===== src/core/twsp_regs.svh =====
// Constants of the two-wire slave register port.
// Assumes inclusion by bare name from the core module and the bench.
`ifndef TWSP_REGS_SVH
`define TWSP_REGS_SVH

// Address bytes, write form (bit 0 clear)
`define TWSP_ADDR_DEFAULT 8'h90
`define TWSP_ADDR_ALT     8'hBA
// Register that overrides the slave address (low data byte, write form)
`define TWSP_ID_REG       16'hFC00
// Pointer step per 16-bit word
`define TWSP_ADDR_INC     16'h0002
// Bit counter
`define TWSP_BIT_FIRST    3'h0
`define TWSP_BIT_STEP     3'h1
`define TWSP_BIT_LAST     3'h7
// Message byte slots of a write
`define TWSP_IDX_PTR_HI   2'h0
`define TWSP_IDX_PTR_LO   2'h1
`define TWSP_IDX_DAT_HI   2'h2
`define TWSP_IDX_DAT_LO   2'h3
// Assertion bound on waiting for a serial clock edge
`define TWSP_EDGE_WAIT    100

`endif


===== src/core/twsp_pkg.sv =====
// Types of the two-wire slave register port.
// Assumes the constants header is on the include path.
package twsp_pkg;

    typedef enum logic [4:0] {
        ST_IDLE = 5'h01,
        ST_RX   = 5'h02,
        ST_ACK  = 5'h04,
        ST_TX   = 5'h08,
        ST_MACK = 5'h10
    } twsp_state_e;

    typedef struct packed {
        logic        scl_s1;
        logic        scl_s2;
        logic        scl_p;
        logic        sda_s1;
        logic        sda_s2;
        logic        sda_p;
        logic        sel_s1;
        logic        sel_s2;
        twsp_state_e st;
        logic [2:0]  cnt;
        logic [7:0]  sh;
        logic        first;
        logic        rw;
        logic        drv;
        logic        half;
        logic [1:0]  idx;
        logic [15:0] ptr;
        logic [7:0]  wd_hi;
        logic [15:0] word;
        logic        ovr_v;
        logic [6:0]  ovr;
        logic        oe_n;
        logic        wr;
        logic        rd;
        logic [15:0] addr;
        logic [15:0] wdata;
    } twsp_regs_s;

endpackage : twsp_pkg


===== src/core/twsp_slave.sv =====
// Two-wire slave port giving a bus master access to 16-bit registers.
// Assumes an open-drain data line resolved outside, and a register
// file on the system clock answering REG_RDATA_I while REG_RD_O is high.
`timescale 1ns/10ps
`include "twsp_regs.svh"

module twsp_slave #(
    parameter logic [15:0] ADDR_INC = `TWSP_ADDR_INC
) (
    // Clock, reset, enable
    input  wire logic        CLK_SYS_I,
    input  wire logic        NRST_I,
    input  wire logic        CE_I,
    // Two-wire bus pins
    input  wire logic        SCL_I,
    input  wire logic        SDA_I,
    output logic             SDA_O,
    output logic             SDA_OE_N_O,
    // Address select strap
    input  wire logic        ADDR_SEL_I,
    // Register access port
    output logic [15:0]      REG_ADDR_O,
    output logic [15:0]      REG_WDATA_O,
    output logic             REG_WR_O,
    output logic             REG_RD_O,
    input  wire logic [15:0] REG_RDATA_I,
    // Status
    output logic             BUSY_O,
    output logic [6:0]       SLAVE_ADDR_O,
    output twsp_pkg::twsp_state_e STATE_O
);
    import twsp_pkg::*;

    if (ADDR_INC == 16'h0000) begin : g_chk
        $error("ADDR_INC must be nonzero");
    end

    twsp_regs_s q;
    twsp_regs_s d;

    logic       scl_rise;
    logic       scl_fall;
    logic       start_c;
    logic       stop_c;
    logic [7:0] byte_in;
    logic [7:0] tx_byte;
    logic [6:0] cur_addr;
    logic       addr_match;
    logic       byte_done;

    // Edge and condition detection on synchronised lines
    assign scl_rise = q.scl_s2 & ~q.scl_p;
    assign scl_fall = ~q.scl_s2 & q.scl_p;
    assign start_c  = q.scl_s2 & q.scl_p & q.sda_p & ~q.sda_s2;
    assign stop_c   = q.scl_s2 & q.scl_p & ~q.sda_p & q.sda_s2;
    assign byte_in  = {q.sh[6:0], q.sda_s2};
    assign tx_byte  = q.half ? q.word[7:0] : q.word[15:8];
    assign byte_done = (q.st == ST_RX) & scl_rise & (q.cnt == `TWSP_BIT_LAST);

    // Current slave address: override, else strap
    always_comb begin
        if (q.ovr_v) begin
            cur_addr = q.ovr;
        end else if (q.sel_s2) begin
            cur_addr = 7'(`TWSP_ADDR_ALT >> 1);
        end else begin
            cur_addr = 7'(`TWSP_ADDR_DEFAULT >> 1);
        end
    end

    assign addr_match = (byte_in[7:1] == cur_addr);

    always_comb begin
        d        = q;
        d.wr     = 1'b0;
        d.rd     = 1'b0;
        d.scl_s1 = SCL_I;
        d.scl_s2 = q.scl_s1;
        d.scl_p  = q.scl_s2;
        d.sda_s1 = SDA_I;
        d.sda_s2 = q.sda_s1;
        d.sda_p  = q.sda_s2;
        d.sel_s1 = ADDR_SEL_I;
        d.sel_s2 = q.sel_s1;
        if (q.rd) begin
            d.word = REG_RDATA_I;
        end
        if (start_c) begin
            d.st    = ST_RX;
            d.cnt   = `TWSP_BIT_FIRST;
            d.first = 1'b1;
            d.drv   = 1'b0;
            d.oe_n  = 1'b1;
        end else if (stop_c) begin
            d.st   = ST_IDLE;
            d.oe_n = 1'b1;
        end else begin
            unique case (q.st)
                ST_IDLE: begin
                    d.oe_n = 1'b1;
                end
                ST_RX: begin
                    if (scl_rise) begin
                        d.sh  = byte_in;
                        d.cnt = q.cnt + `TWSP_BIT_STEP;
                    end
                    if (byte_done) begin
                        d.st  = ST_ACK;
                        d.drv = 1'b0;
                        if (q.first) begin
                            d.first = 1'b0;
                            if (!addr_match) begin
                                d.st = ST_IDLE;
                            end else begin
                                d.rw   = byte_in[0];
                                d.idx  = `TWSP_IDX_PTR_HI;
                                d.half = 1'b0;
                                if (byte_in[0]) begin
                                    d.rd   = 1'b1;
                                    d.addr = q.ptr;
                                end
                            end
                        end else begin
                            unique case (q.idx)
                                `TWSP_IDX_PTR_HI: begin
                                    d.ptr[15:8] = byte_in;
                                    d.idx       = `TWSP_IDX_PTR_LO;
                                end
                                `TWSP_IDX_PTR_LO: begin
                                    d.ptr[7:0] = byte_in;
                                    d.idx      = `TWSP_IDX_DAT_HI;
                                end
                                `TWSP_IDX_DAT_HI: begin
                                    d.wd_hi = byte_in;
                                    d.idx   = `TWSP_IDX_DAT_LO;
                                end
                                `TWSP_IDX_DAT_LO: begin
                                    d.wr    = 1'b1;
                                    d.addr  = q.ptr;
                                    d.wdata = {q.wd_hi, byte_in};
                                    d.ptr   = q.ptr + ADDR_INC;
                                    d.idx   = `TWSP_IDX_DAT_HI;
                                    if (q.ptr == `TWSP_ID_REG) begin
                                        d.ovr_v = 1'b1;
                                        d.ovr   = byte_in[7:1];
                                    end
                                end
                            endcase
                        end
                    end
                end
                ST_ACK: begin
                    if (scl_fall) begin
                        if (!q.drv) begin
                            d.oe_n = 1'b0;
                            d.drv  = 1'b1;
                        end else begin
                            d.drv = 1'b0;
                            d.cnt = `TWSP_BIT_FIRST;
                            if (q.rw) begin
                                d.st   = ST_TX;
                                d.oe_n = tx_byte[`TWSP_BIT_LAST];
                            end else begin
                                d.st   = ST_RX;
                                d.oe_n = 1'b1;
                            end
                        end
                    end
                end
                ST_TX: begin
                    if (scl_fall) begin
                        d.oe_n = tx_byte[`TWSP_BIT_LAST - q.cnt];
                    end
                    if (scl_rise) begin
                        d.cnt = q.cnt + `TWSP_BIT_STEP;
                        if (q.cnt == `TWSP_BIT_LAST) begin
                            d.st = ST_MACK;
                        end
                    end
                end
                ST_MACK: begin
                    if (scl_fall) begin
                        d.oe_n = 1'b1;
                    end
                    if (scl_rise) begin
                        d.half = ~q.half;
                        d.cnt  = `TWSP_BIT_FIRST;
                        if (q.half) begin
                            d.ptr = q.ptr + ADDR_INC;
                        end
                        if (q.sda_s2) begin
                            d.st = ST_IDLE;
                        end else begin
                            d.st = ST_TX;
                            if (q.half) begin
                                d.rd   = 1'b1;
                                d.addr = q.ptr + ADDR_INC;
                            end
                        end
                    end
                end
            endcase
        end
    end

    always_ff @(posedge CLK_SYS_I) begin
        if (!NRST_I) begin
            q      <= '0;
            q.st   <= ST_IDLE;
            q.oe_n <= 1'b1;
        end else if (CE_I) begin
            q <= d;
        end
    end

    // Open drain: only the enable moves, and it drives low only after a clock fall
    assign SDA_O        = 1'b0;
    assign SDA_OE_N_O   = q.oe_n;
    assign REG_ADDR_O   = q.addr;
    assign REG_WDATA_O  = q.wdata;
    assign REG_WR_O     = q.wr;
    assign REG_RD_O     = q.rd;
    assign BUSY_O       = (q.st != ST_IDLE);
    assign SLAVE_ADDR_O = cur_addr;
    assign STATE_O      = q.st;

    localparam int EDGE_WAIT = `TWSP_EDGE_WAIT;

    logic quiet;
    assign quiet = !start_c && !stop_c;
endmodule : twsp_slave


===== config.mk =====
export PLATFORM = sky130hd
export DESIGN_NAME = twsp_slave
export DESIGN_NICKNAME = d
export VERILOG_FILES = /design/src/core/twsp_pkg.sv /design/src/core/twsp_slave.sv
export VERILOG_INCLUDE_DIRS = /design/src /design/src/core
export SDC_FILE = /design/constraint.sdc
export NUM_CORES = 1
export LEC_CHECK = 0
export ABC_AREA = 1
export BUFFER_PORTS_ARGS = -buffer_cell sky130_fd_sc_hd__buf_2
export CORE_MARGIN = 4
export CORE_UTILIZATION = 59
export DETAILED_ROUTE_END_ITERATION = 6
export PLACE_DENSITY = 0.84
export SYNTH_ARGS = -nofsm -noshare
export SYNTH_HDL_FRONTEND = slang
export SYNTH_SLANG_ARGS = --single-unit

===== constraint.sdc =====
create_clock -name CLK_SYS_I -period 2.4 [get_ports CLK_SYS_I]
set_clock_uncertainty 0.15 [all_clocks]
set_input_delay 0.12 -clock CLK_SYS_I [delete_from_list [all_inputs] [get_ports CLK_SYS_I]]
set_output_delay 0.12 -clock CLK_SYS_I [all_outputs]
set_load 0.05 [all_outputs]

Yosys cells after proc, flatten, opt, wreduce, memory -nomap -nowiden --
Index checks and enable logic that the tools add are counted.
Operators by class: $add $sub $neg 3, multipliers 0, div/mod/pow operators 0, $lt $le $gt $ge 1, equality and inequality tests 40, shifts and indexed selects 0, muxes and demuxes 69, bitwise operators 17, reduce and logical (&&, ||, !) cells 25
Operators with widths (count):
- $mux W34 | 3
- $mux W17 | 5
- $mux W16 | 5
- $mux W8 | 8
- $mux W41 | 1
- $pmux W17 S2 | 1
- $mux W32 | 1
- $ne A4 B4 Y1 const B | 8
- $pmux W16 S2 | 1
- $pmux W8 S2 | 2
- $pmux W8 S4 | 1
- $reduce_and A8 Y1 | 4
- $mux W30 | 1
- $mux W24 | 1
- $ne A3 B3 Y1 const B | 8
- $reduce_and A7 Y1 | 3
- $mux W1 | 20
- $mux W5 | 4
- $reduce_and A9 Y1 | 2
- $add A16 B2 Y16 const B | 1
- $eq A16 B16 Y1 const B | 1
- $ne A2 B2 Y1 const B | 8
- $reduce_and A5 Y1 | 3
- $reduce_bool A6 Y1 | 2
- 37 further kinds | 61
Storage, ports and cells: flip-flop bits (word level) 113, bits in latches 0, RAM bits 0, memory bits (read-only) 0, memories 0

Logic depth before layout (Yosys ltp) --
Gate-level depths: netlist of run 1.
word-level depth 9, depth in mapped cells 14, gate-level depth less buffers 12

Worst setup path after synthesis of run 1 --
OpenSTA, ideal clock, no wires.
path type reg-to-reg, start register q[42] in the netlist's numbering, end register q (netlist bit REG_ADDR_O[2]), setup time 120 ps, arrival time 1858 ps, data required time 2130 ps, setup slack 273 ps, cell stages (with the launch flop) 11, path buffers 2, period minus slack after synthesis 2127 ps, cell sequence dfxtp_1 -> buf_4 -> nand2_1 -> xor2_1 -> nor2_1 -> nand3_1 -> nand2_1 -> nand2_4 -> buf_6 -> a21oi_1 -> a21oi_1
On the way: longest elaborated chain between the ends 4
Ends and longest elaborated chain:
- start, declared | RTL line twsp_slave.sv:38 | twsp_regs_s q;
- $mux W7 | RTL line twsp_slave.sv:62 | if (q.ovr_v) begin
- named net SLAVE_ADDR_O[6] | RTL line twsp_slave.sv:29 | output logic [6:0] SLAVE_ADDR_O,
- $eq A7 B7 Y1 | RTL line twsp_slave.sv:71 | assign addr_match = (byte_in[7:1] == cur_addr);
- $ne A3 B3 Y1 (no line)
- $reduce_and A11 Y1 (no line)
The timed path passes the listed nets, and every way through them passes these cells. A chain may end at the register's enable or synchronous reset.

Worst setup path in the final report of run 1 --
start register q[110] in the netlist's numbering, end register q[82] in the netlist's numbering
On the way: longest elaborated chain between the ends 6, elaborated cells on any way between the ends 14, those cells by class 2 x eq/ne; 11 x bitwise; 1 x reduce/logical
Ends and longest elaborated chain:
- $not A1 Y1 | RTL line twsp_slave.sv:52 | assign scl_rise = q.scl_s2 & ~q.scl_p;
- $and A1 B1 Y1 | RTL line twsp_slave.sv:52
- $and A1 B1 Y1 (2 in series) | RTL line twsp_slave.sv:58 | assign byte_done = (q.st == ST_RX) & scl_rise & (q.cnt == `TWSP_BIT_LAST);
- $ne A2 B2 Y1 (no line)
- $reduce_and A9 Y1 (no line) (*)
Every way passes the cells marked *; elsewhere a longest branch is shown, timed or not.

==> results of run 1 <==
metrics by stage:
| step | total power, W | util (%) | hold WS [ns] | area, um2 |
|---|---|---|---|---|
| global route | 0.00325 | 67.8 | 0.0605 | 6650 |
| global placement | 0.00207 | 63.2 | 0.203 | 6210 |
| floorplan | 0.00202 | - | 0.105 | 5990 |
| finish | 0.00314 | 67.8 | 0.0649 | 6650 |
| detailed placement | 0.00207 | 63.2 | 0.220 | 6210 |
| CTS | 0.00315 | 67.1 | 0.0567 | 6590 |
per-layer routing:
| layer | vias to the layer above | global-route usage [%] |
|---|---|---|
| met4 | 0 | 7.94 |
| li1 | 2956 | - |
| met3 | 44 | 4.62 |
| met1 | 2611 | 31.6 |
| met2 | 226 | 46.7 |
| met5 | - | 0 |
cell usage in the layout, fill, tap and decap left out, types with 2 or more instances in the layout:
| master | netlist | layout |
|---|---|---|
| o21ai_1 | 6 | 7 |
| nor3_1 | 8 | 7 |
| ha_1 | 3 | 3 |
| a21oi_2 | 7 | 7 |
| nand2_2 | 2 | 4 |
| o21ai_0 | 83 | 82 |
| nor2_2 | 4 | 4 |
| a21oi_1 | 78 | 78 |
| nor2_4 | 4 | 4 |
| nand3_4 | 2 | 3 |
| inv_8 | 0 | 2 |
| inv_1 | 98 | 98 |
| nand2_1 | 152 | 150 |
| buf_4 | 40 | 23 |
| nand3_1 | 57 | 56 |
| clkinv_4 | 0 | 2 |
| xor2_1 | 7 | 7 |
| nand3_2 | 2 | 2 |
| dfxtp_1 | 112 | 110 |
| nand2_4 | 1 | 2 |
| inv_2 | 4 | 4 |
| dlygate4sd3_1 | 0 | 20 |
| clkinv_1 | 2 | 2 |
| buf_2 | 10 | 69 |
| o211ai_1 | 6 | 6 |
| nor2_1 | 141 | 141 |
| a211oi_1 | 18 | 18 |
| dfxtp_2 | 0 | 2 |
| nand4_1 | 10 | 10 |
| clkbuf_8 | 0 | 9 |
cell type report:
class                           instances  area [um2]  share of cell area, %
Timing Repair Buffer                  113         738                   11.1
Clock inverter                          6        53.8                  0.809
Clock buffer                            9         124                   1.86
Inverter                              104         390                   5.87
Multi-Input combinational cell        601        2940                   44.1
Tap cell                              133         166                   2.50
Sequential cell                       112        2240                   33.7
worst max-delay path by stage:
stage,startpoint,endpoint,slack (ns),depth (start not counted)
floorplan,q[42],REG_ADDR_O[2],0.27,10
global placement,STATE_O[1],q[82],0.14,10
detailed placement,STATE_O[3],q[82],0.1,9
CTS,STATE_O[3],q[82],0.08,9
global route,STATE_O[1],q[76],0.001,12
finish,q[110],q[82],0.22,10
report_power, final:
group	internal [W]	switching (W)
combinational	0.0000666	0.000113
sequential	0.00187	0.00000936
clock	0.000394	0.000694
registers in the layout (all words and copies together), names as in the netlist, named ones only:
signal       flops
REG_ADDR_O      16
q               59
byte_in          8
REG_WR_O         1
REG_WDATA_O     16
d                4
SDA_OE_N_O       1
REG_RD_O         1
STATE_O          5
cell families after synthesis:
group,after synthesis,synth area share (%)
fa+ha+maj,3,0.626
buf+inv,177,14.3
flops,112,37.4
other cells,1,0.0626
simple gates,389,28.3
xor+xnor,7,1.02
compound gates,200,18.2
cell usage after synthesis, types with 2 or more instances:
cell	n
a211oi_1	18
a21oi_1	78
a21oi_2	7
buf_2	10
buf_4	40
buf_6	4
clkbuf_1	17
clkinv_1	2
dfxtp_1	112
ha_1	3
inv_1	98
inv_2	4
nand2_1	152
nand2_2	2
nand3_1	57
nand3_2	2
nand3_4	2
nand4_1	10
nand4_2	2
nor2_1	141
nor2_2	4
nor2_4	4
nor3_1	8
o211ai_1	6
o21ai_0	83
o21ai_1	6
xor2_1	7
worst reg2reg max path, stage by stage, from the launching register on:
cell	delay (ns)
dfxtp_1	0.46
nand4_1	0.28
buf_4	0.24
nand3_4	0.11
inv_1	0.09
nand3_1	0.10
nor2_2	0.05
nand2_2	0.20
inv_1	0.16
o21ai_0	0.20
nor2_1	0.05
timing repair:
action	4_1_cts	5_1_grt
hold endpoints to repair	22	0
gates resized for setup	0	10
buffers inserted	0	3
setup endpoints to repair	0	38
hold buffers	20	0
==> impl_metrics.ini, run 1 <==
[power_and_ir_drop]
leakage_nw = 2.88
power_density_nw_per_um2 = 473
vdd_drop_max_v = 0.000392

[routing]
vias = 5837
drtIter0Drc = 327
drt_first_pass_iters = 7
dr_wl_met2_um = 7330
drt_wl_total_um = 14900
wl_met3_um = 981
ant_nets = 0
wl_met1_um = 6190
remaining_drc_errors = 0
highest_layer = met4
wire_per_inst_um = 13.8
vias_per_cell = 5.41

[grt]
grt_pass1_vias = 5354
track_usage_pct = 26.0
grt_max_degree = 57
grt.overflow.total = 0
antenna_found_initial = 0
grt_pass1_wl_um = 24800

[logic_synthesis]
synth_top_area_share_pct = 37.4
syn_avg_cell_area_um2 = 6.74
ys_top_cells_by_area = dfxtp_1 37%, nand2_1 9.5%, nor2_1 8.8%, o21ai_0 6.9%, a21oi_1 6.5%
syn_inst = 889
synthFlopType = dfxtp_1
syn_nets = 914
yosysSeqAreaShare_pct = 37.4
yosysUniqueCellTypes = 37
async_reset_ff_share_pct = 0
synth-edff-count = 0
synth-seq-cells = 112
synth.cell_area_um2 = 5990
ys.warnings.count = 0
synth_top_area_cell = dfxtp_1

[critical_path]
critical_path_class = register to register
crit_required_ns = 2.53
crit_top_cell = inv_1
crit_family = simple AND/OR/NAND/NOR gates
r2r_cells = 10
end_kind = register
rrSetupSlack_ns = 0.22
crit_arrival_ns = 2.32
startpoint_type = register
path_cells = nand4_1 -> buf_4 -> nand3_4 -> inv_1 -> nand3_1 -> nor2_2 -> nand2_2 -> inv_1 -> o21ai_0 -> nor2_1
reg2reg_from = q[110]
crit_slowest_cell = dfxtp_1
max_stage_delay_ns = 0.46
crit_buf_inv = 3
cp_max_fo = 12
r2r-end = q[82]

[finish]
diodes = 0
layout-drive-gt1-share_pct = 15.4
fill_cells = 919
syn2layout_area_growth_pct = 11.0
layout.nets = 966
stdcell_count = 1078

[sta]
hold_viol = 0
finalSetupViolCount = 0
fmax_ghz = 0.458
period_share_pct = 91.0
tightest_slew_ns = 0.623
slew_headroom_pct = 58.5
rsz0062_at_grt = no
setup_tns_ns = 0
drv_slew = 0
period_minus_slack_ns = 2.18
worst_slack_ns = 0.217

[floorplanning]
fp.dieW_um = 109
dieArea_um2 = 11800
start_util_pct = 61.0
core-area_um2 = 9820
placementRows = 36
dieHeight_um = 109
num_io_pins = 71

[clocking]
worst_skew_pair.late_latency_ns = 0.38
cts_htree_levels = 3
clock_path_buffers = 2
path_clk_slew_ns = 0.11
cts_root_buffer = clkbuf_8
cts_tree = done
cts_buffers = 9
clock-sinks = 112

[worst_hold_path]
hold_path_end = q[110]
hold_depth = 3
min_path_type = input pin to register
worstHoldStart = CE_I

[status]
status = finished clean

[placement]
place_inst = 1039
port_buffers = 69
place_ws_ns = 0.0955
dp_hpwl_um = 10400
gp_congestion = 1.01

[run]
maxCapViolCount = 0
Note: power is estimated with default switching activity, not from simulation.
==> run 2, diff against run 1 <==
==> constraint.sdc (replaced) <==
create_clock -name CLK_SYS_I -period 2.4 [get_ports CLK_SYS_I]
set_clock_uncertainty 0.15 [all_clocks]
set_input_delay 0.6 -clock CLK_SYS_I [delete_from_list [all_inputs] [get_ports CLK_SYS_I]]
set_output_delay 0.6 -clock CLK_SYS_I [all_outputs]
set_load 0.05 [all_outputs]
==> run 2 against run 1 <==
Maximum frequency decreased by 1.3%; global-route usage shrank 0.83 points; first-iteration DRC count up 24%; via count decreased by 2.2%; sequential share of layout area rose by 1.1 points; clock-buffer cell count is 1 higher.
==> impl_metrics.ini, run 2 (synthesis gave the netlist of run 1 again) <==
[sta]
slew_headroom_pct = 58.8
fmax_ghz = 0.452
setup_tns_ns = 0
hold_viol = 0
finalSetupViolCount = 0
period_share_pct = 92.2
period_minus_slack_ns = 2.21
tightest_slew_ns = 0.612
worst_slack_ns = 0.188
holdWs_ns = 0.302
rsz0062_at_grt = no
drv_slew = 0

[routing]
vias_per_cell = 5.40
drt_wl_total_um = 14500
ant_nets = 0
vias = 5708
wire_per_inst_um = 13.7
remaining_drc_errors = 0
drt_first_pass_iters = 5
drtIter0Drc = 407

[clocking]
worst_skew_pair.late_latency_ns = 0.38
post-cts-setup-buffers = 0
ctsResizeCount = 0
cts_root_buffer = clkbuf_8
cts_tree = done
clock-sinks = 112
ctsHoldBuffers = 0
cts_buffers = 9
clock_path_buffers = 2
cts_htree_levels = 3
path_clk_slew_ns = 0.11

[grt]
grt_pass1_wl_um = 24200
grt_pass1_vias = 5322
antenna_found_initial = 0
track_usage_pct = 25.2
grt_max_degree = 57
grt.overflow.total = 0

[power_and_ir_drop]
vdd_drop_max_v = 0.000288
power_density_nw_per_um2 = 482
leakage_nw = 2.76

[floorplanning]
dieHeight_um = 109
dieArea_um2 = 11800
placementRows = 36
fp.dieW_um = 109
start_util_pct = 61.0
core-area_um2 = 9820
num_io_pins = 71

[finish]
layout-drive-gt1-share_pct = 15.4
layout.nets = 945
layout_common_cells = 151 x nand2_1, 141 x nor2_1, 112 x dfxtp_1
syn2layout_area_growth_pct = 7.22
final_util_pct = 65.5
largest-register = q
stdcell_count = 1058
largest_register_ff_count = 59
diodes = 0
final_common_cell = nand2_1

[critical_path]
cp_max_fo = 7
crit_required_ns = 2.56
crit_top_cell = nand2_1
critical_path_class = register to register
startpoint_type = register
crit_slowest_cell = dfxtp_1
crit_arrival_ns = 2.37
path_cells = inv_1 -> nand2_1 -> nand2_1 -> nand2_1 -> nand3_1 -> nor2_1 -> nand2_1 -> inv_1 -> nand3_2 -> nand2_4 -> nand3_1 -> a21oi_1
max_stage_delay_ns = 0.44
end_kind = register

[placement]
dp_hpwl_um = 10800
place_inst = 1041
place_ws_ns = 0.148
gp_congestion = 0.968
port_buffers = 69

[worst_hold_path]
min_path_type = input pin to register

[status]
status = finished clean

[run]
maxCapViolCount = 0
run 2: cell types whose count changed in the layout (fill, tap and decap cells not counted), sizes merged:
| cell | previous run | this run |
|---|---|---|
| buf | 93 | 92 |
| clkbuf | 9 | 10 |
| inv | 105 | 103 |
| clkinv | 5 | 4 |
| clkinvlp | 0 | 3 |
| dlygate4sd3 | 20 | 0 |
run 2: critical path, delay by kind of cell (launching register included):
family                 cells  cell delay (ns)
flip-flops                 1             0.44
buffers and inverters      2             0.21
AND/OR/NAND/NOR            9             1.22
AO/OA/AOI/OAI              1             0.13
run 2: layer usage:
| layer | routed length [um] | track usage [%] | vias to the layer above |
|---|---|---|---|
| met4 | 501 | 12.6 | 0 |
| met3 | 905 | 3.73 | 50 |
| met2 | 6930 | 42.9 | 211 |
| met1 | 6160 | 31.0 | 2540 |
| li1 | - | - | 2907 |
| met5 | 0 | 0 | - |
run 2: power by group:
part	internal (W)	total [W]	switching [W]
logic	0.0000462	0.000152	0.000106
registers	0.00187	0.00188	0.00000942
clock network	0.000393	0.00107	0.000675
total	0.00231	0.00310	0.000790
run 2: through the flow:
| step | power (W) | instance area, um2 |
|---|---|---|
| after global placement | 0.00207 | 6220 |
| after CTS | 0.00311 | 6400 |
| after floorplan | 0.00202 | 5990 |
| after global routing | 0.00320 | 6430 |
| final | 0.00310 | 6430 |
| after detailed placement | 0.00207 | 6220 |
run 2: area by class of cell:
cell class                 count  area (um2)
fill                         932        3390
multi-input combinational    601        2910
sequential                   112        2240
timing repair buffer          92         531
inverter                     104         394
tap                          133         166
clock buffer                  10         128
clock inverter                 6        53.8
run 2: path summary, 6_finish.rpt:
check             startpoint            end  slack [ns]  cells past startpoint
hold / removal    ADDR_SEL_I         d[105]        0.30                      3
hold reg to reg        q[58]          q[58]        0.30                      2
setup / recovery       q[42]  REG_ADDR_O[4]        0.19                     12
setup reg to reg       q[42]  REG_ADDR_O[4]        0.19                     12
